===== config.mk =====
export PLATFORM = sky130hd
export DESIGN_NAME = analog_teach_sequencer
export DESIGN_NICKNAME = d
export VERILOG_FILES = /design/src/common/teach_pkg.sv /design/src/common/teach_evt_if.sv /design/src/teach_input.sv /design/src/analog_teach_sequencer.sv
export SDC_FILE = /design/constraint.sdc
export NUM_CORES = 1
export LEC_CHECK = 0
export ABC_AREA = 1
export BUFFER_PORTS_ARGS = -buffer_cell sky130_fd_sc_hd__clkbuf_2
export CAP_MARGIN = 0
export CORE_UTILIZATION = 65
export CTS_CLUSTER_DIAMETER = 120
export CTS_CLUSTER_SIZE = 40
export DETAILED_ROUTE_END_ITERATION = 16
export HOLD_SLACK_MARGIN = 0.02
export PLACE_DENSITY = 0.85
export SYNTH_ARGS = -nofsm -noshare
export SYNTH_HDL_FRONTEND = slang
export SYNTH_HIERARCHICAL = 1
export SYNTH_SLANG_ARGS = --single-unit

===== constraint.sdc =====
create_clock -name clock -period 9.6 [get_ports clock]
set_input_delay 0.48 -clock clock [delete_from_list [all_inputs] [get_ports clock]]
set_output_delay 0.48 -clock clock [all_outputs]
set_load 0.05 [all_outputs]

===== src/common/teach_pkg.sv =====
package teach_pkg;
   // ---------------------------------------------------------------
   // clock and time base
   // ---------------------------------------------------------------
   localparam int CLK_HZ = 200_000_000;
   localparam int MS_PER_S = 1000;
   localparam int HOLD_MIN_S = 2;
   localparam int ANALOG_MIN_S = 7;
   localparam int ANALOG_MAX_S = 12;
   localparam logic [13:0] HOLD_MIN_MS = 14'(HOLD_MIN_S * MS_PER_S);
   localparam logic [13:0] ANALOG_MIN_MS = 14'(ANALOG_MIN_S * MS_PER_S);
   localparam logic [13:0] ANALOG_MAX_MS = 14'(ANALOG_MAX_S * MS_PER_S);
   localparam logic [13:0] HOLD_SAT_MS = 14'(ANALOG_MAX_S * MS_PER_S + 1);
   localparam int FLASH_TEACH_HZ = 3;
   localparam int FLASH_ERR_HZ = 8;
   localparam logic [9:0] TEACH_HALF_MS = 10'(MS_PER_S / (2 * FLASH_TEACH_HZ));
   localparam logic [9:0] ERR_HALF_MS = 10'(MS_PER_S / (2 * FLASH_ERR_HZ));
   // ---------------------------------------------------------------
   // distances in mm
   // ---------------------------------------------------------------
   localparam logic [15:0] MIN_SPAN_MM = 16'd500;
   localparam logic [15:0] OP_MIN_MM = 16'd600;
   localparam logic [15:0] OP_MAX_MM = 16'd6000;
   localparam logic [15:0] LEVEL_NEAR = 16'hfffe;
   localparam logic [15:0] LEVEL_FAR = 16'hffff;
   localparam logic [15:0] POINT_RESET = 16'h0000;
   // ---------------------------------------------------------------
   // shared line timing
   // ---------------------------------------------------------------
   localparam int MAX_NODES = 10;
   localparam logic [7:0] SLOT_MS = 8'd25;
   // ---------------------------------------------------------------
   // register map
   // ---------------------------------------------------------------
   localparam logic [7:0] ADDR_CTRL = 8'h00;
   localparam logic [7:0] ADDR_STATUS = 8'h04;
   localparam logic [7:0] ADDR_POINTS = 8'h08;
   localparam logic [7:0] ADDR_SWITCH = 8'h0c;
   localparam logic [7:0] ADDR_DIST = 8'h10;
   localparam logic [7:0] ADDR_IRQ_STAT = 8'h14;
   localparam logic [7:0] ADDR_IRQ_MASK = 8'h18;
   localparam logic [31:0] CTRL_RESET = 32'h0000_0000;
   localparam logic [3:0] MASK_RESET = 4'h0;
   localparam int CTRL_MODE_LSB = 0;
   localparam int CTRL_MASTER_BIT = 3;
   localparam int CTRL_NODE_LSB = 4;
   localparam int IRQ_DONE = 0;
   localparam int IRQ_FAIL = 1;
   localparam int IRQ_RANGE = 2;
   localparam int IRQ_SWITCH = 3;
   localparam logic [1:0] RESP_OKAY = 2'h0;
   localparam logic [1:0] RESP_SLVERR = 2'h2;
   localparam logic [1:0] AN_IN = 2'h0;
   localparam logic [1:0] AN_NEAR = 2'h1;
   localparam logic [1:0] AN_FAR = 2'h2;
   // ---------------------------------------------------------------
   // types
   // ---------------------------------------------------------------
   typedef enum logic [2:0] {MODE_STANDARD, MODE_MULTIPLEX, MODE_SYNC, MODE_ACTIVATION, MODE_THROUGHBEAM} mode_t;
   typedef enum logic [1:0] {T_IDLE, T_HOLD, T_WAIT} teach_state_t;
endpackage


===== src/common/teach_evt_if.sv =====
`timescale 1ns/1ps
// events from the teach line front end to the sequencer
interface teach_evt_if;
   logic msTick;
   logic briefPress;
   logic onePoint;
   logic invertHold;
   logic analogArm;
   logic analogRelease;
   logic longAbort;
   modport src (output msTick, briefPress, onePoint, invertHold, analogArm, analogRelease, longAbort);
   modport dst (input msTick, briefPress, onePoint, invertHold, analogArm, analogRelease, longAbort);
endinterface


===== src/teach_input.sv =====
`timescale 1ns/1ps
module teach_input #(
   parameter int TICK_CYCLES = teach_pkg::CLK_HZ / teach_pkg::MS_PER_S
) (
   input wire logic clock,
   input wire logic sys_rst,
   input wire logic teachGnd,
   input wire logic teachSupply,
   teach_evt_if.src evt
);
   // ---------------------------------------------------------------
   // millisecond tick
   // ---------------------------------------------------------------
   logic [31:0] tickCnt;
   logic msTick;
   wire tickWrap = tickCnt == 32'(TICK_CYCLES - 1);

   // divider sets the time base for every hold and flash figure
   always_ff @(posedge clock) begin
      if (sys_rst) begin
         tickCnt <= 32'h0;
         msTick <= 1'b0;
      end else begin
         tickCnt <= tickWrap ? 32'h0 : tickCnt + 32'h1;
         msTick <= tickWrap;
      end
   end

   // ---------------------------------------------------------------
   // per level: synchroniser and hold timer
   // ---------------------------------------------------------------
   wire [1:0] pinRaw = {teachSupply, teachGnd};
   logic [1:0] levelNow;
   logic [1:0] released;
   logic [13:0] heldMs [2];

   genvar g;
   generate
      for (g = 0; g < 2; g++) begin : gLevel
         logic s1;
         logic s2;
         logic last;
         logic [13:0] ms;
         // pins are asynchronous; s1 is read by s2 only
         always_ff @(posedge clock) begin
            if (sys_rst) begin
               s1 <= 1'b0;
               s2 <= 1'b0;
               last <= 1'b0;
               ms <= 14'h0;
            end else begin
               s1 <= pinRaw[g];
               s2 <= s1;
               last <= s2;
               if (!s2) begin
                  ms <= 14'h0;
               end else if (msTick && ms != teach_pkg::HOLD_SAT_MS) begin
                  ms <= ms + 14'h1; // saturates just past the longest hold
               end
            end
         end
         assign levelNow[g] = s2;
         assign released[g] = last & ~s2;
         assign heldMs[g] = ms;
      end
   endgenerate

   // ---------------------------------------------------------------
   // classification of holds
   // ---------------------------------------------------------------
   wire [13:0] gndMs = heldMs[0];
   wire [13:0] supMs = heldMs[1];
   wire gndOnePt = gndMs >= teach_pkg::HOLD_MIN_MS && gndMs < teach_pkg::ANALOG_MIN_MS;
   wire gndAnalog = gndMs >= teach_pkg::ANALOG_MIN_MS && gndMs <= teach_pkg::ANALOG_MAX_MS;
   wire supInvert = supMs >= teach_pkg::HOLD_MIN_MS && supMs < teach_pkg::ANALOG_MIN_MS;
   wire armNow = levelNow[0] && msTick && gndMs == teach_pkg::ANALOG_MIN_MS - 14'h1;

   // one-cycle event pulses, decided on release except the arm
   always_ff @(posedge clock) begin
      if (sys_rst) begin
         evt.briefPress <= 1'b0;
         evt.onePoint <= 1'b0;
         evt.invertHold <= 1'b0;
         evt.analogArm <= 1'b0;
         evt.analogRelease <= 1'b0;
         evt.longAbort <= 1'b0;
      end else begin
         evt.briefPress <= released[0] && gndMs < teach_pkg::HOLD_MIN_MS;
         evt.onePoint <= released[0] && gndOnePt;
         evt.invertHold <= released[1] && supInvert;
         evt.analogArm <= armNow;
         evt.analogRelease <= released[0] && gndAnalog;
         evt.longAbort <= released[0] && gndMs > teach_pkg::ANALOG_MAX_MS;
      end
   end

   assign evt.msTick = msTick;
endmodule


===== src/analog_teach_sequencer.sv =====
`timescale 1ns/1ps
module analog_teach_sequencer #(
   parameter int TICK_CYCLES = teach_pkg::CLK_HZ / teach_pkg::MS_PER_S,
   parameter int ADDR_W = 8
) (
   input wire logic clock,
   input wire logic sys_rst,
   input wire logic [ADDR_W-1:0] awaddr,
   input wire logic awvalid,
   output logic awready,
   input wire logic [31:0] wdata,
   input wire logic [3:0] wstrb,
   input wire logic wvalid,
   output logic wready,
   output logic [1:0] bresp,
   output logic bvalid,
   input wire logic bready,
   input wire logic [ADDR_W-1:0] araddr,
   input wire logic arvalid,
   output logic arready,
   output logic [31:0] rdata,
   output logic [1:0] rresp,
   output logic rvalid,
   input wire logic rready,
   input wire logic teachGnd,
   input wire logic teachSupply,
   input wire logic trigger,
   input wire logic syncLineIn,
   output logic syncLineOut,
   output logic syncLineOe,
   input wire logic [15:0] distance,
   input wire logic distValid,
   output logic measureStart,
   output logic [15:0] analogOutput,
   output logic switchingOutput,
   output logic ledYellow,
   output logic ledGreen,
   output logic irq
);
   // ---------------------------------------------------------------
   // teach line front end
   // ---------------------------------------------------------------
   teach_evt_if evt ();

   teach_input #(.TICK_CYCLES(TICK_CYCLES)) frontEnd (
      .clock(clock),
      .sys_rst(sys_rst),
      .teachGnd(teachGnd),
      .teachSupply(teachSupply),
      .evt(evt)
   );

   // ---------------------------------------------------------------
   // state
   // ---------------------------------------------------------------
   teach_pkg::teach_state_t tState;
   logic [15:0] curDist;
   logic [15:0] firstPt;
   logic [15:0] nearPt;
   logic [15:0] farPt;
   logic [15:0] switchPoint;
   logic falling;
   logic teachErr;
   logic switchInvert;
   logic [1:0] anState;
   logic [31:0] ctrl;
   logic [3:0] irqStat;
   logic [3:0] irqMask;
   logic [ADDR_W-1:0] awAddr;
   logic [31:0] wData;
   logic [3:0] wStrb;

   // ---------------------------------------------------------------
   // register bus decode
   // ---------------------------------------------------------------
   wire wrFire = !awready && !wready && !bvalid;
   wire isCtrl = awAddr == ADDR_W'(teach_pkg::ADDR_CTRL);
   wire isIrqStat = awAddr == ADDR_W'(teach_pkg::ADDR_IRQ_STAT);
   wire isIrqMask = awAddr == ADDR_W'(teach_pkg::ADDR_IRQ_MASK);
   wire isRoW = awAddr == ADDR_W'(teach_pkg::ADDR_STATUS) || awAddr == ADDR_W'(teach_pkg::ADDR_POINTS)
      || awAddr == ADDR_W'(teach_pkg::ADDR_SWITCH) || awAddr == ADDR_W'(teach_pkg::ADDR_DIST);
   wire wrMapped = isCtrl || isIrqStat || isIrqMask || isRoW;
   wire [31:0] byteMask;
   genvar b;
   generate
      for (b = 0; b < 4; b++) begin : gLane
         assign byteMask[8*b +: 8] = {8{wStrb[b]}};
      end
   endgenerate
   wire [31:0] ctrlMerged = (ctrl & ~byteMask) | (wData & byteMask);
   wire [3:0] maskMerged = (irqMask & ~byteMask[3:0]) | (wData[3:0] & byteMask[3:0]);
   wire [3:0] irqClear = (wrFire && isIrqStat) ? (wData[3:0] & byteMask[3:0]) : 4'h0;

   // read mux; status packs state, error, direction, polarity, output, range
   wire [31:0] statusWord = {24'h0, anState, switchingOutput, switchInvert, falling, teachErr, tState};
   wire rdCtrl = araddr == ADDR_W'(teach_pkg::ADDR_CTRL);
   wire rdStatus = araddr == ADDR_W'(teach_pkg::ADDR_STATUS);
   wire rdPoints = araddr == ADDR_W'(teach_pkg::ADDR_POINTS);
   wire rdSwitch = araddr == ADDR_W'(teach_pkg::ADDR_SWITCH);
   wire rdDist = araddr == ADDR_W'(teach_pkg::ADDR_DIST);
   wire rdIrqStat = araddr == ADDR_W'(teach_pkg::ADDR_IRQ_STAT);
   wire rdIrqMask = araddr == ADDR_W'(teach_pkg::ADDR_IRQ_MASK);
   wire rdMapped = rdCtrl || rdStatus || rdPoints || rdSwitch || rdDist || rdIrqStat || rdIrqMask;
   wire [31:0] rdMux = rdCtrl ? ctrl : rdStatus ? statusWord : rdPoints ? {farPt, nearPt}
      : rdSwitch ? {16'h0, switchPoint} : rdDist ? {16'h0, curDist}
      : rdIrqStat ? {28'h0, irqStat} : rdIrqMask ? {28'h0, irqMask} : 32'h0;

   // write side: address and data taken in either order, answer after both
   always_ff @(posedge clock) begin
      if (sys_rst) begin
         awready <= 1'b1;
         wready <= 1'b1;
         bvalid <= 1'b0;
         bresp <= teach_pkg::RESP_OKAY;
         awAddr <= '0;
         wData <= 32'h0;
         wStrb <= 4'h0;
      end else begin
         if (awvalid && awready) begin
            awAddr <= awaddr;
            awready <= 1'b0;
         end
         if (wvalid && wready) begin
            wData <= wdata;
            wStrb <= wstrb;
            wready <= 1'b0;
         end
         if (wrFire) begin
            bvalid <= 1'b1;
            bresp <= wrMapped ? teach_pkg::RESP_OKAY : teach_pkg::RESP_SLVERR;
         end else if (bvalid && bready) begin
            bvalid <= 1'b0;
            awready <= 1'b1;
            wready <= 1'b1;
         end
      end
   end

   // read side: one cycle from address to data
   always_ff @(posedge clock) begin
      if (sys_rst) begin
         arready <= 1'b1;
         rvalid <= 1'b0;
         rdata <= 32'h0;
         rresp <= teach_pkg::RESP_OKAY;
      end else if (arvalid && arready) begin
         arready <= 1'b0;
         rvalid <= 1'b1;
         rdata <= rdMux;
         rresp <= rdMapped ? teach_pkg::RESP_OKAY : teach_pkg::RESP_SLVERR;
      end else if (rvalid && rready) begin
         rvalid <= 1'b0;
         arready <= 1'b1;
      end
   end

   // configuration registers written by software
   always_ff @(posedge clock) begin
      if (sys_rst) begin
         ctrl <= teach_pkg::CTRL_RESET;
         irqMask <= teach_pkg::MASK_RESET;
      end else if (wrFire) begin
         if (isCtrl) ctrl <= ctrlMerged;
         if (isIrqMask) irqMask <= maskMerged;
      end
   end

   // ---------------------------------------------------------------
   // teach sequencer
   // ---------------------------------------------------------------
   wire [15:0] lowPt = (firstPt < curDist) ? firstPt : curDist;
   wire [15:0] highPt = (firstPt < curDist) ? curDist : firstPt;
   wire spanOk = (highPt - lowPt) >= teach_pkg::MIN_SPAN_MM;
   wire pointsOk = lowPt >= teach_pkg::OP_MIN_MM && highPt <= teach_pkg::OP_MAX_MM;
   wire teachGood = spanOk && pointsOk;
   wire completeNow = tState == teach_pkg::T_WAIT && evt.briefPress;
   wire curInOp = curDist >= teach_pkg::OP_MIN_MM && curDist <= teach_pkg::OP_MAX_MM;
   wire idleNow = tState == teach_pkg::T_IDLE;

   always_ff @(posedge clock) begin
      if (distValid || sys_rst) curDist <= sys_rst ? 16'h0 : distance;
   end

   // a long hold that overruns is dropped without touching stored points
   always_ff @(posedge clock) begin
      if (sys_rst) begin
         tState <= teach_pkg::T_IDLE;
         firstPt <= teach_pkg::POINT_RESET;
      end else begin
         case (tState)
            teach_pkg::T_IDLE: begin
               if (evt.analogArm) begin
                  firstPt <= curDist;
                  tState <= teach_pkg::T_HOLD;
               end
            end
            teach_pkg::T_HOLD: begin
               if (evt.longAbort) tState <= teach_pkg::T_IDLE;
               else if (evt.analogRelease) tState <= teach_pkg::T_WAIT;
            end
            teach_pkg::T_WAIT: begin
               if (evt.briefPress) tState <= teach_pkg::T_IDLE;
            end
            default: tState <= teach_pkg::T_IDLE;
         endcase
      end
   end

   // stored range is replaced only on a good completion
   always_ff @(posedge clock) begin
      if (sys_rst) begin
         nearPt <= teach_pkg::POINT_RESET;
         farPt <= teach_pkg::POINT_RESET;
         falling <= 1'b0;
         teachErr <= 1'b0;
      end else if (completeNow) begin
         teachErr <= !teachGood;
         if (teachGood) begin
            nearPt <= lowPt;
            farPt <= highPt;
            falling <= firstPt > curDist;
         end
      end
   end

   // switching point and polarity, only outside analog teach
   always_ff @(posedge clock) begin
      if (sys_rst) begin
         switchPoint <= teach_pkg::OP_MAX_MM;
         switchInvert <= 1'b0;
      end else if (idleNow) begin
         if (evt.onePoint && curInOp) switchPoint <= curDist;
         if (evt.invertHold) switchInvert <= !switchInvert;
      end
   end

   // ---------------------------------------------------------------
   // outputs from the measured distance
   // ---------------------------------------------------------------
   wire tooNear = curDist < nearPt;
   wire tooFar = curDist > farPt;
   wire [15:0] inRangeLevel = falling ? farPt - curDist : curDist - nearPt;
   wire [15:0] next_analog = tooNear ? teach_pkg::LEVEL_NEAR : tooFar ? teach_pkg::LEVEL_FAR : inRangeLevel;
   wire [1:0] next_anState = tooNear ? teach_pkg::AN_NEAR : tooFar ? teach_pkg::AN_FAR : teach_pkg::AN_IN;

   always_ff @(posedge clock) begin
      if (sys_rst) begin
         analogOutput <= teach_pkg::LEVEL_NEAR;
         anState <= teach_pkg::AN_NEAR;
         switchingOutput <= 1'b0;
      end else begin
         analogOutput <= next_analog;
         anState <= next_anState;
         switchingOutput <= (curDist <= switchPoint) ^ switchInvert;
      end
   end

   // ---------------------------------------------------------------
   // operating modes and shared line
   // ---------------------------------------------------------------
   logic [2:0] trigSync;
   logic [2:0] lineSync;
   logic [7:0] slotMs;
   logic [3:0] slotIdx;
   wire teach_pkg::mode_t mode = teach_pkg::mode_t'(ctrl[teach_pkg::CTRL_MODE_LSB +: 3]);
   wire isMaster = ctrl[teach_pkg::CTRL_MASTER_BIT];
   wire [3:0] nodeIdx = ctrl[teach_pkg::CTRL_NODE_LSB +: 4];
   wire sharedMode = mode == teach_pkg::MODE_MULTIPLEX || mode == teach_pkg::MODE_SYNC
      || mode == teach_pkg::MODE_THROUGHBEAM;
   wire lineRise = lineSync[1] && !lineSync[2];
   wire alignNow = lineRise && sharedMode && !isMaster;
   wire slotStart = evt.msTick && slotMs == 8'h0;
   wire frameStart = slotStart && slotIdx == 4'h0;
   wire slotLast = slotMs == teach_pkg::SLOT_MS - 8'h1;
   wire idxLast = slotIdx == 4'(teach_pkg::MAX_NODES - 1);
   logic next_fire;

   // trigger and line are pins: two flops before use
   always_ff @(posedge clock) begin
      if (sys_rst) begin
         trigSync <= 3'h0;
         lineSync <= 3'h0;
      end else begin
         trigSync <= {trigSync[1:0], trigger};
         lineSync <= {lineSync[1:0], syncLineIn};
      end
   end

   // followers realign their frame to the master pulse
   always_ff @(posedge clock) begin
      if (sys_rst || alignNow) begin
         slotMs <= 8'h0;
         slotIdx <= 4'h0;
      end else if (evt.msTick) begin
         slotMs <= slotLast ? 8'h0 : slotMs + 8'h1;
         if (slotLast) slotIdx <= idxLast ? 4'h0 : slotIdx + 4'h1;
      end
   end

   // firing moment per operating mode
   always_comb begin
      case (mode)
         teach_pkg::MODE_MULTIPLEX: next_fire = slotStart && slotIdx == nodeIdx;
         teach_pkg::MODE_SYNC: next_fire = frameStart;
         teach_pkg::MODE_ACTIVATION: next_fire = trigSync[1] && !trigSync[2];
         teach_pkg::MODE_THROUGHBEAM: next_fire = frameStart;
         default: next_fire = frameStart;
      endcase
   end

   // in shared modes the master drives a one-millisecond pulse at each frame start
   always_ff @(posedge clock) begin
      if (sys_rst) begin
         measureStart <= 1'b0;
         syncLineOut <= 1'b0;
         syncLineOe <= 1'b0;
      end else begin
         measureStart <= next_fire;
         if (frameStart && sharedMode && isMaster) begin
            syncLineOut <= 1'b1;
            syncLineOe <= 1'b1;
         end else if (evt.msTick) begin
            syncLineOut <= 1'b0;
            syncLineOe <= 1'b0;
         end
      end
   end

   // ---------------------------------------------------------------
   // indicators
   // ---------------------------------------------------------------
   logic [9:0] flashMs;
   logic phase;
   wire inTeach = !idleNow;
   wire [9:0] halfMs = inTeach ? teach_pkg::TEACH_HALF_MS : teach_pkg::ERR_HALF_MS;
   wire halfDone = evt.msTick && flashMs >= halfMs - 10'h1;
   wire next_yellow = inTeach ? phase : teachErr ? phase : switchingOutput;
   wire next_green = inTeach ? !phase : teachErr ? phase : 1'b1;

   always_ff @(posedge clock) begin
      if (sys_rst) begin
         flashMs <= 10'h0;
         phase <= 1'b0;
         ledYellow <= 1'b0;
         ledGreen <= 1'b0;
      end else begin
         if (halfDone) begin
            flashMs <= 10'h0;
            phase <= !phase;
         end else if (evt.msTick) begin
            flashMs <= flashMs + 10'h1;
         end
         ledYellow <= next_yellow;
         ledGreen <= next_green;
      end
   end

   // ---------------------------------------------------------------
   // interrupts: set wins over a same-cycle clear
   // ---------------------------------------------------------------
   wire [3:0] irqEvent;
   assign irqEvent[teach_pkg::IRQ_DONE] = completeNow && teachGood;
   assign irqEvent[teach_pkg::IRQ_FAIL] = completeNow && !teachGood;
   assign irqEvent[teach_pkg::IRQ_RANGE] = (tooNear || tooFar) && next_anState != anState;
   assign irqEvent[teach_pkg::IRQ_SWITCH] = idleNow && (evt.onePoint || evt.invertHold);

   always_ff @(posedge clock) begin
      if (sys_rst) begin
         irqStat <= 4'h0;
         irq <= 1'b0;
      end else begin
         irqStat <= (irqStat & ~irqClear) | irqEvent;
         irq <= |(irqStat & irqMask);
      end
   end
endmodule


==> results of run 1 <==
-- cell type report --
class	instances	area (um^2)
Clock inverter	3	33.8
Clock buffer	15	333
Inverter	361	1360
Fill cell	2312	7870
Tap cell	372	465
Sequential cell	334	6850
Timing Repair Buffer	151	781
Multi-Input combinational cell	1826	9420
-- through the flow --
stage          cells  total power, mW
6_report        3062             2.54
5_1_grt         3062             2.63
3_5_place_dp    3044             1.86
4_1_cts         3062             2.54
3_3_place_gp    3044             1.86
2_1_floorplan   2610             1.75
-- how the worst max path moves through the flow --
stage	start	endpoint	slack (ps)	depth (start not counted)
final	curDist[13]	farPt[5]	4640	26
after global routing	curDist[6]	farPt[5]	4180	28
after CTS	curDist[9]	farPt[9]	4750	27
after detailed placement	curDist[9]	farPt[9]	4810	25
after global placement	curDist[9]	farPt[5]	4910	26
after floorplan	curDist[11]	falling	6310	29
-- routing by layer --
layer	vias to the layer above	GRT usage, %	wire (um)
li1	8650	-	-
met4	4	15.1	2290
met2	686	60.3	24200
met3	140	3.76	3380
met5	-	0	23
met1	8040	44.3	20800
-- cell usage after synthesis (7+ instances only) --
library cell | count | share of area (%)
xor2_1 | 29 | 1.4
nor2_2 | 12 | 0.42
nand2_2 | 9 | 0.31
buf_2 | 12 | 0.33
nor2_1 | 366 | 7.6
nor3_1 | 29 | 0.81
clkbuf_1 | 60 | 1.3
a221oi_1 | 16 | 0.78
nand3b_1 | 11 | 0.46
ha_1 | 80 | 5.6
o21ai_1 | 15 | 0.42
a31oi_1 | 9 | 0.31
nand2_1 | 553 | 12
inv_1 | 342 | 7.1
o221ai_1 | 24 | 1.2
buf_4 | 7 | 0.29
a21oi_1 | 210 | 5.8
xnor2_1 | 20 | 0.97
edfxtp_1 | 16 | 2.7
nand4_1 | 56 | 1.9
dfxtp_1 | 318 | 35
o211ai_1 | 38 | 1.6
nand3_1 | 122 | 3.4
o21ai_0 | 159 | 4.4
inv_2 | 14 | 0.29
-- critical path, stage by stage (launching register included) --
cell,delay (ps)
edfxtp_1,500
inv_1,210
ha_1,470
nand4_1,210
nor3_2,250
nand2_2,280
nand2_4,470
nand2_1,140
nand2_2,130
nand2_2,70
ha_1,170
inv_1,50
nand2_1,90
nand2_1,100
nand2_1,70
nand2_1,90
nand2_1,70
nand2_1,60
nand2_1,50
nor2_1,80
nand2_1,60
nand2_1,70
nor2_2,50
nand2_4,220
nand3_4,490
nor2_1,280
nor2_1,70
-- cell usage in the layout (no fill, tap or decap), types with 3 or more instances in the layout --
master / count
a2111oi_0: 5
a211oi_1: 6
a21o_1: 4
a21oi_1: 210
a221oi_1: 16
a31oi_1: 9
buf_4: 10
clkbuf_16: 13
clkbuf_2: 141
clkinv_1: 5
dfxtp_1: 318
edfxtp_1: 16
ha_1: 80
inv_1: 341
inv_2: 14
nand2_1: 553
nand2_2: 9
nand3_1: 122
nand3b_1: 11
nand4_1: 56
nor2_1: 366
nor2_2: 12
nor2_4: 5
nor3_1: 28
nor3_2: 4
nor4_1: 4
o211ai_1: 38
o21a_1: 3
o21ai_0: 159
o21ai_1: 15
o21bai_1: 5
o221ai_1: 24
or2_2: 4
xnor2_1: 20
xor2_1: 29
-- cell families (layout without fill, tap and decap cells) --
logic type / Yosys count / in the layout / synth area share [%]
AO/OA/AOI/OAI: 507 / 507 / 16.1
XOR/XNOR: 49 / 49 / 2.38
adder cells (fa/ha/maj): 82 / 82 / 5.78
buffers and inverters: 450 / 530 / 9.85
flip-flops: 334 / 334 / 38.0
other: 1 / 2 / 0.0208
AND/OR/NAND/NOR: 1186 / 1186 / 27.8
-- where the power goes --
group | internal, mW | switching (mW) | total [mW]
Clock | 0.258 | 0.441 | 0.699
Sequential | 1.44 | 0.0342 | 1.47
Combinational | 0.113 | 0.260 | 0.373
==> flow_summary_export.csv, run 1 <==
group,metric,value,unit
status,status,"completed",
worst_setup_path,cp.required,10010,ps
hold_path,hold_path.class,"in2reg",
layout,antenna_cells,0,
sta,clock_skew,22.4,ps
worst_setup_path,end_kind,"flip-flop",
cts,insertion_delay,520,ps
cts,cts_resized,0,
sta,rsz0062_at_grt,"false",
global_routing,groute.usage.overall,34.9,%
place,finalWeightedCongestion,1.01,
synthesis,seq_area_frac_synth,38.0,%
routing,vias,17500,
floorplan,die_w,168,um
cts,cts_max_level,1,
floorplan,io_pins,144,
global_routing,grt_pass1_wl,80.4,mm
synthesis,synth_cell_type_count,56,
global_routing,grt_max_degree,99,
place,dp_hpwl,38.2,mm
worst_setup_path,r2r_setup_slack,4640,ps
worst_setup_path,r2r-start,"curDist[13]",
sta,finalCritPeriodShare,51.7,%
sta,slew_headroom,17.2,%
floorplan,rows,60,
worst_setup_path,cp_data_arrival_time,5380,ps
cts,clkSlewWorstSetupHoldPaths,150,ps
synthesis,synth_top_flop_cell,"dfxtp_1",
layout,fin_util,71.0,%
global_routing,grt-ovfl-total,0,
sta,tightest_slew,1240,ps
layout,drive_above_1_share,8.40,%
worst_setup_path,rr_endpoint,"farPt[5]",
sta,fmax,0.202,GHz
sta,final_max_slew_viol_count,0,
routing,wl_per_cell,16.6,um
routing,drtAntennaViolNets,0,
place,port-buffer-count,141,
routing,first_pass_iters,5,
worst_setup_path,ff2ff_path_depth,26,
global_routing,antenna_found_initial,2,
cts,cts.sinks,334,
routing,viasPerCell,5.72,
routing,drtIter0Drc,1754,
layout,fin_area,19200,um^2
hold_path,min_to,"lineSync[0]",
sta,setup_tns,0,ps
sta,final-setup-viol-count,0,
routing,drcViolationCount,0,
pwr,power_density,132,nW/um^2
floorplan,fp.dieH,168,um
hold_path,worstHoldStart,"syncLineIn",
worst_setup_path,path_class,"reg2reg",
place,place_ws,4810,ps
pwr,ir_drop,170,uV
cts,numCtsBuffers,12,
routing,routed_wl,50.7,mm
cts,cts_tree,"yes",
floorplan,dieArea,28400,um^2
sta,fin_ws,4640,ps
cts,clk_path_buf_depth,3,
synthesis,synth_area_per_cell,6.91,um^2
synthesis,async_reset_ff_share,0,%
floorplan,core_area,27100,um^2
layout,areaGrowthSynthToFinish,6.76,%
synthesis,synth_edf_count,16,
synthesis,yosysWarnings,6,
floorplan,start_util,66.5,%
layout,nets,2848,
sta,finalHoldViolCount,0,
sta,finalCriticalPeriod,4960,ps
synthesis,synth_cells,2609,
synthesis,ys_seq_elements,334,
worst_setup_path,crit_path_max_fanout,50,
hold_path,whs_path_depth,3,
flow_run,maxCapViolCount,0,
global_routing,grt_pass1_vias,16100,
place,place_area,18900,um^2
sta,worst_hold_slack,130,ps
cts,cts_root_buf,"clkbuf_16",
cts,hold_buffers,0,
pwr,power_leakage,8.44,nW
worst_setup_path,critPathLaunchType,"flip-flop",
cts,cts_setup_buffers,0,
synthesis,syn_area,18000,um^2
No activity file was read; power rests on OpenSTA's default activity.
==> inputs of run 2 (changes only) <==
- ABC_AREA: 1 -> 0
- CORE_UTILIZATION: 65 -> 61
- PLACE_DENSITY: 0.85 -> 0.81
- clock period: 9.6 -> 4.7 ns (I/O delays scaled with it)
==> flow_summary_export.csv, run 2 <==
group,metric,value,unit
worst_setup_path,cpPeakStageDelay,610,ps
floorplan,core_area,28000,um^2
worst_setup_path,critPathLaunchType,"flip-flop",
synthesis,syn_area,17500,um^2
worst_setup_path,ff2ff_path_depth,16,
sta,worst_hold_slack,17.7,ps
synthesis,synth_cells,2122,
routing,drcViolationCount,0,
cts,numCtsBuffers,12,
floorplan,rows,61,
status,status,"completed",
cts,cts_max_level,1,
routing,vias,16600,
synthesis,synth_top_family_by_area,"simple AND/OR/NAND/NOR gates",
floorplan,start_util,62.5,%
global_routing,grt_max_degree,96,
worst_setup_path,path_class,"reg2reg",
synthesis,synth_cell_type_count,96,
place,place_area,18800,um^2
sta,fin_ws,219,ps
routing,routed_wl,50.0,mm
sta,rsz0062_at_grt,"false",
pwr,ir_drop,227,uV
sta,finalHoldViolCount,0,
cts,clk_path_buf_depth,3,
synthesis,synthMuxAreaShare,2.38,%
layout,areaGrowthSynthToFinish,12.9,%
synthesis,synth_xor_area_share,3.60,%
synthesis,synth-compound-area-share,19.5,%
worst_setup_path,crit_path_max_fanout,35,
routing,drtIter0Drc,1798,
place,port-buffer-count,141,
pwr,power_density,267,nW/um^2
global_routing,grt_pass1_vias,15200,
layout,layout_commonest_cell,"dfxtp_1",
synthesis,yosysTopAreaCell,"dfxtp_1",
worst_setup_path,crit_start,"curDist[14]",
global_routing,grt_pass1_wl,78.4,mm
synthesis,yosys.area_share.adder,5.95,%
global_routing,groute.usage.overall,33.4,%
worst_setup_path,end_kind,"flip-flop",
sta,finalCriticalPeriod,4480,ps
sta,clock_skew,32.1,ps
sta,final-setup-viol-count,0,
floorplan,die_w,171,um
layout,fillers,2250,
worst_setup_path,r2r-start,"curDist[14]",
synthesis,synth_area_per_cell,8.25,um^2
synthesis,yosys.area_share.simple,23.6,%
worst_setup_path,slowest_stage,"or4_4",
global_routing,grt-ovfl-total,0,
sta,finalCritPeriodShare,95.3,%
routing,first_pass_iters,8,
synthesis,seq_area_frac_synth,39.1,%
worst_setup_path,cp.required,5130,ps
worst_setup_path,rr_endpoint,"falling",
routing,wl_per_cell,18.6,um
synthesis,ys_seq_elements,334,
flow_run,maxCapViolCount,0,
hold_path,whs_path_depth,2,
worst_setup_path,cp_common_cell,"mux2_1",
synthesis,yosysMostFrequentCell,"dfxtp_1",
pwr,total_power,5.28,mW
cts,insertion_delay,540,ps
floorplan,fp.dieH,171,um
place,finalWeightedCongestion,0.950,
place,place_ws,-162,ps
layout,fin_area,19800,um^2
synthesis,async_reset_ff_share,0,%
floorplan,io_pins,144,
sta,tightest_slew,1360,ps
cts,cts_root_buf,"clkbuf_16",
worst_setup_path,cp_data_arrival_time,4910,ps
hold_path,hold_path.class,"in2reg",
hold_path,worstHoldStart,"distance[2]",
cts,cts_tree,"yes",
synthesis,netlist_top_cells_count,"dfxtp_1 (318), nand2_1 (289), a21oi_1 (207)",
routing,viasPerCell,6.20,
layout,drive_above_1_share,13.0,%
sta,slew_headroom,9.66,%
worst_setup_path,r2r_setup_slack,220,ps
place,dp_hpwl,36.1,mm
synthesis,yosysWarnings,6,
layout,nets,2462,
routing,drtAntennaViolNets,0,
hold_path,min_to,"curDist[2]",
worst_setup_path,path_cells,"inv_1 -> ha_1 -> nand4_2 -> or4_4 -> a21o_4 -> nand3_2 -> mux2_1 -> o31ai_2 -> buf_4 -> a21oi_1 -> or3_1 -> a211oi_1 -> and4_4 -> a211o_1 -> buf_12 -> mux2_1",
cts,cts.sinks,334,
cts,clkSlewWorstSetupHoldPaths,160,ps
layout,multi_input_area,9720,um^2
layout,regArea,6850,um^2
sta,fmax,0.223,GHz
global_routing,antenna_found_initial,1,
synthesis,ys_top_cells_by_area,"dfxtp_1 (36%), nand2_1 (6.2%), a21oi_1 (5.9%), ha_1 (5.7%), nor2_1 (3.5%)",
synthesis,synth_top_area_share,36.4,%
synthesis,synth_edf_count,16,
synthesis,synth_top_flop_cell,"dfxtp_1",
pwr,power_leakage,7.65,nW
layout,final_cell_mix,"dfxtp_1 (318), nand2_1 (289), a21oi_1 (207), nor2_1 (163), clkbuf_2 (140)",
sta,final_max_slew_viol_count,0,
sta,setup_tns,0,ps
floorplan,dieArea,29400,um^2
run 2: changes by cell type in the layout (fill, tap and decap cells not counted), sizes merged, moves of 54 or more:
cell,previous run,this run
inv,357,116
nor2,383,163
nand2,564,289
buf,10,88
dlygate4sd3,0,54
o21ai,176,73
run 2: stage by stage:
| stage | util (%) | std cells |
|---|---|---|
| after floorplan | - | 2123 |
| after global placement | 67.1 | 2608 |
| after detailed placement | 67.1 | 2608 |
| after CTS | 70.4 | 2678 |
| after global routing | 70.6 | 2680 |
| final | 70.6 | 2681 |
run 2: logic make-up after synthesis:
family,count (synthesis)
XOR/XNOR,72
other,1
buffers and inverters,235
AO/OA/AOI/OAI,505
multiplexers,41
flip-flops,334
adder cells (fa/ha/maj),82
AND/OR/NAND/NOR,852
run 2: cell type report:
class	instances	area share, %
diodes	1	0.0127
clock buffers	14	1.66
clock inverters	2	0.165
inverters	116	2.20
multi-input cells	1554	49.2
flip-flops and latches	334	34.6
well taps	378	2.39
repair buffers	282	9.77
run 2: worst max-delay path by stage:
| stage | cells past startpoint | end |
|---|---|---|
| final | 16 | falling |
| after global routing | 19 | falling |
| after CTS | 18 | falling |
| after detailed placement | 17 | farPt[4] |
| after global placement | 17 | farPt[5] |
| after floorplan | 21 | nearPt[15] |
run 2: timing repair:
item / CTS / global route
hold buffers: 54 / 0
gates cloned: 0 / 0
gates resized for setup: 1 / 3
endpoints found under the setup margin: 18 / 24
pin swaps: 0 / 2
buffers inserted: 0 / 2
endpoints found under the hold margin: 53 / 0
run 2: power by group:
part,leakage (nW),internal [mW],total [mW],switching [mW]
clock network,0.176,0.524,1.42,0.898
logic,4.73,0.321,0.883,0.562
registers,2.75,2.92,2.97,0.0521
total,7.65,3.77,5.28,1.51
run 2: worst max-delay path: cells and delay by family, from the launching register on:
family                   cells  cell delay, ps
buffers and inverters        3             480
AND/OR/NAND/NOR              5            1470
adder cells (fa/ha/maj)      1             310
multiplexers                 2             710
AO/OA/AOI/OAI                5             960
flip-flops                   1             400
run 2: layer usage:
| layer | routed length (um) | global-route usage, % | up-vias | share of wire [%] |
|---|---|---|---|---|
| met5 | 0 | 0 | - | 0 |
| met2 | 23200 | 55.7 | 768 | 46 |
| met4 | 2340 | 14.6 | 0 | 4.7 |
| li1 | - | - | 7916 | - |
| met1 | 20400 | 42.9 | 7757 | 41 |
| met3 | 4070 | 5.06 | 174 | 8.1 |
==> inputs of run 3 (changes only) <==
- CORE_UTILIZATION: 61 -> 55
- PLACE_DENSITY: 0.81 -> 0.77
- clock period: 4.7 -> 3.65 ns (I/O delays scaled with it)
==> flow_summary_export.csv, run 3 (synthesized netlist as in run 2, its figures left out) <==
group,metric,value,unit
pwr,power_density,333,nW/um^2
global_routing,grt_max_degree,124,
layout,layout_commonest_cell,"dfxtp_1",
routing,drtIter0Drc,1408,
routing,first_pass_iters,8,
sta,slew_headroom,12.2,%
sta,tightest_slew,1310,ps
worst_setup_path,cp.required,4070,ps
global_routing,grt_pass1_vias,16000,
routing,drtAntennaViolNets,0,
global_routing,groute.usage.overall,31.5,%
floorplan,die_w,180,um
hold_path,hold_path.class,"in2reg",
global_routing,grt_pass1_wl,83.6,mm
cts,cts_root_buf,"clkbuf_16",
worst_setup_path,cpLargestDelayFamily,"compound AO/OA/AOI/OAI gates",
cts,cts_max_level,1,
worst_setup_path,path_cells,"inv_2 -> ha_4 -> nand4_4 -> or4_4 -> a21oi_4 -> buf_6 -> o311ai_2 -> a21o_1 -> and3_1 -> xnor2_1 -> a2111oi_2 -> nand4_1 -> and4_4 -> a211o_4 -> buf_6 -> mux2_4",
floorplan,io_pins,144,
global_routing,grt-ovfl-total,0,
cts,cts.sinks,334,
worst_setup_path,ff2ff_path_depth,16,
place,finalWeightedCongestion,0.954,
hold_path,worstHoldStart,"distance[14]",
place,dp_hpwl,37.5,mm
cts,numCtsBuffers,12,
sta,clock_skew,28.8,ps
worst_setup_path,cpPeakStageDelay,560,ps
status,violations,"setup timing",
sta,finalCritPeriodShare,115,%
worst_setup_path,worst-path-buf-inv,3,
worst_setup_path,cp_data_arrival_time,4620,ps
place,port-buffer-count,141,
worst_setup_path,path_class,"reg2reg",
place,place_area,19400,um^2
layout,stdcell_count,2795,
layout,fin_util,67.6,%
floorplan,start_util,56.6,%
sta,worst_hold_slack,73.1,ps
routing,vias,17000,
worst_setup_path,end_kind,"flip-flop",
sta,finalCriticalPeriod,4200,ps
sta,rsz0062_at_grt,"true",
floorplan,rows,64,
cts,clk_path_buf_depth,3,
floorplan,dieArea,32500,um^2
hold_path,whs_path_depth,2,
floorplan,core_area,30900,um^2
sta,final_max_slew_viol_count,0,
cts,insertion_delay,520,ps
hold_path,min_to,"curDist[14]",
worst_setup_path,rr_endpoint,"falling",
global_routing,antenna_found_initial,0,
layout,fin_area,20900,um^2
routing,viasPerCell,6.07,
pwr,ir_drop,360,uV
place,place_ws,-639,ps
sta,fin_ws,-552,ps
cts,cts_tree,"yes",
worst_setup_path,r2r_setup_slack,-550,ps
layout,drive_above_1_share,17.5,%
place,dp.cells,2688,
sta,finalHoldViolCount,0,
status,status,"finished with violations",
worst_setup_path,critPathLaunchType,"flip-flop",
worst_setup_path,cp_common_cell,"buf_6",
floorplan,fp.dieH,180,um
sta,final-setup-viol-count,36,
worst_setup_path,r2r-start,"curDist[14]",
pwr,power_leakage,8.12,nW
routing,drcViolationCount,0,
routing,wl_per_cell,18.9,um
sta,fmax,0.238,GHz
layout,nets,2557,
layout,final_cell_mix,"dfxtp_1 (318), nand2_1 (288), a21oi_1 (203), nor2_1 (163), buf_4 (148)",
routing,routed_wl,52.7,mm
cts,clkSlewWorstSetupHoldPaths,140,ps
worst_setup_path,slowest_stage,"or4_4",
layout,areaGrowthSynthToFinish,19.4,%
worst_setup_path,crit_path_max_fanout,8,
flow_run,maxCapViolCount,0,
run 3: cell types whose count changed in the layout (fill, tap and decap cells not counted), sizes merged:
cell	delta
inv	+1
clkinv	-1
buf	+75
clkbuf	+3
dlygate4sd3	+18
run 3: through the flow:
step | TNS (ps) | power [mW]
after floorplan | -18790 | 4.62
after global placement | -19670 | 5.02
after detailed placement | -23810 | 5.05
after CTS | -16970 | 6.92
after global routing | -24300 | 7.19
final | -17200 | 6.95
run 3: what timing repair did:
action                     in CTS  in global routing
cloned                          0                  3
pin swaps                       8                 12
gates resized for setup        16                 44
setup endpoints to repair      55                 55
hold endpoints to repair       67                  1
buffers inserted                8                  6
hold buffers                   71                  1
run 3: cell type report:
| type | count | area [um^2] |
|---|---|---|
| Fill cell | 2468 | 10000 |
| Multi-Input combinational cell | 1554 | 9980 |
| Sequential cell | 334 | 6850 |
| Timing Repair Buffer | 377 | 2770 |
| Tap cell | 396 | 495 |
| Inverter | 116 | 435 |
| Clock buffer | 15 | 333 |
| Clock inverter | 2 | 31.3 |
| Antenna cell | 1 | 2.50 |
run 3: how the worst max path moves through the flow:
| stage | start | to | slack (ps) | depth (start not counted) |
|---|---|---|---|---|
| after floorplan | curDist[1] | nearPt[15] | -580 | 19 |
| after global placement | curDist[15] | falling | -560 | 15 |
| after detailed placement | curDist[15] | falling | -640 | 15 |
| after CTS | curDist[14] | farPt[7] | -520 | 18 |
| after global routing | curDist[12] | falling | -740 | 18 |
| final | curDist[14] | falling | -550 | 16 |
run 3: layer usage:
layer | GRT usage, % | share of wire [%] | wire (um)
met5 | 0 | 0 | 0
met4 | 12.1 | 4.1 | 2170
met3 | 4.18 | 7.3 | 3870
met2 | 53.0 | 47 | 24900
met1 | 40.9 | 41 | 21800
run 3: power by group:
part	switching, mW	internal [mW]
sequential	0.0668	3.76
clock	1.15	0.681
combinational	0.781	0.514
total	1.99	4.96
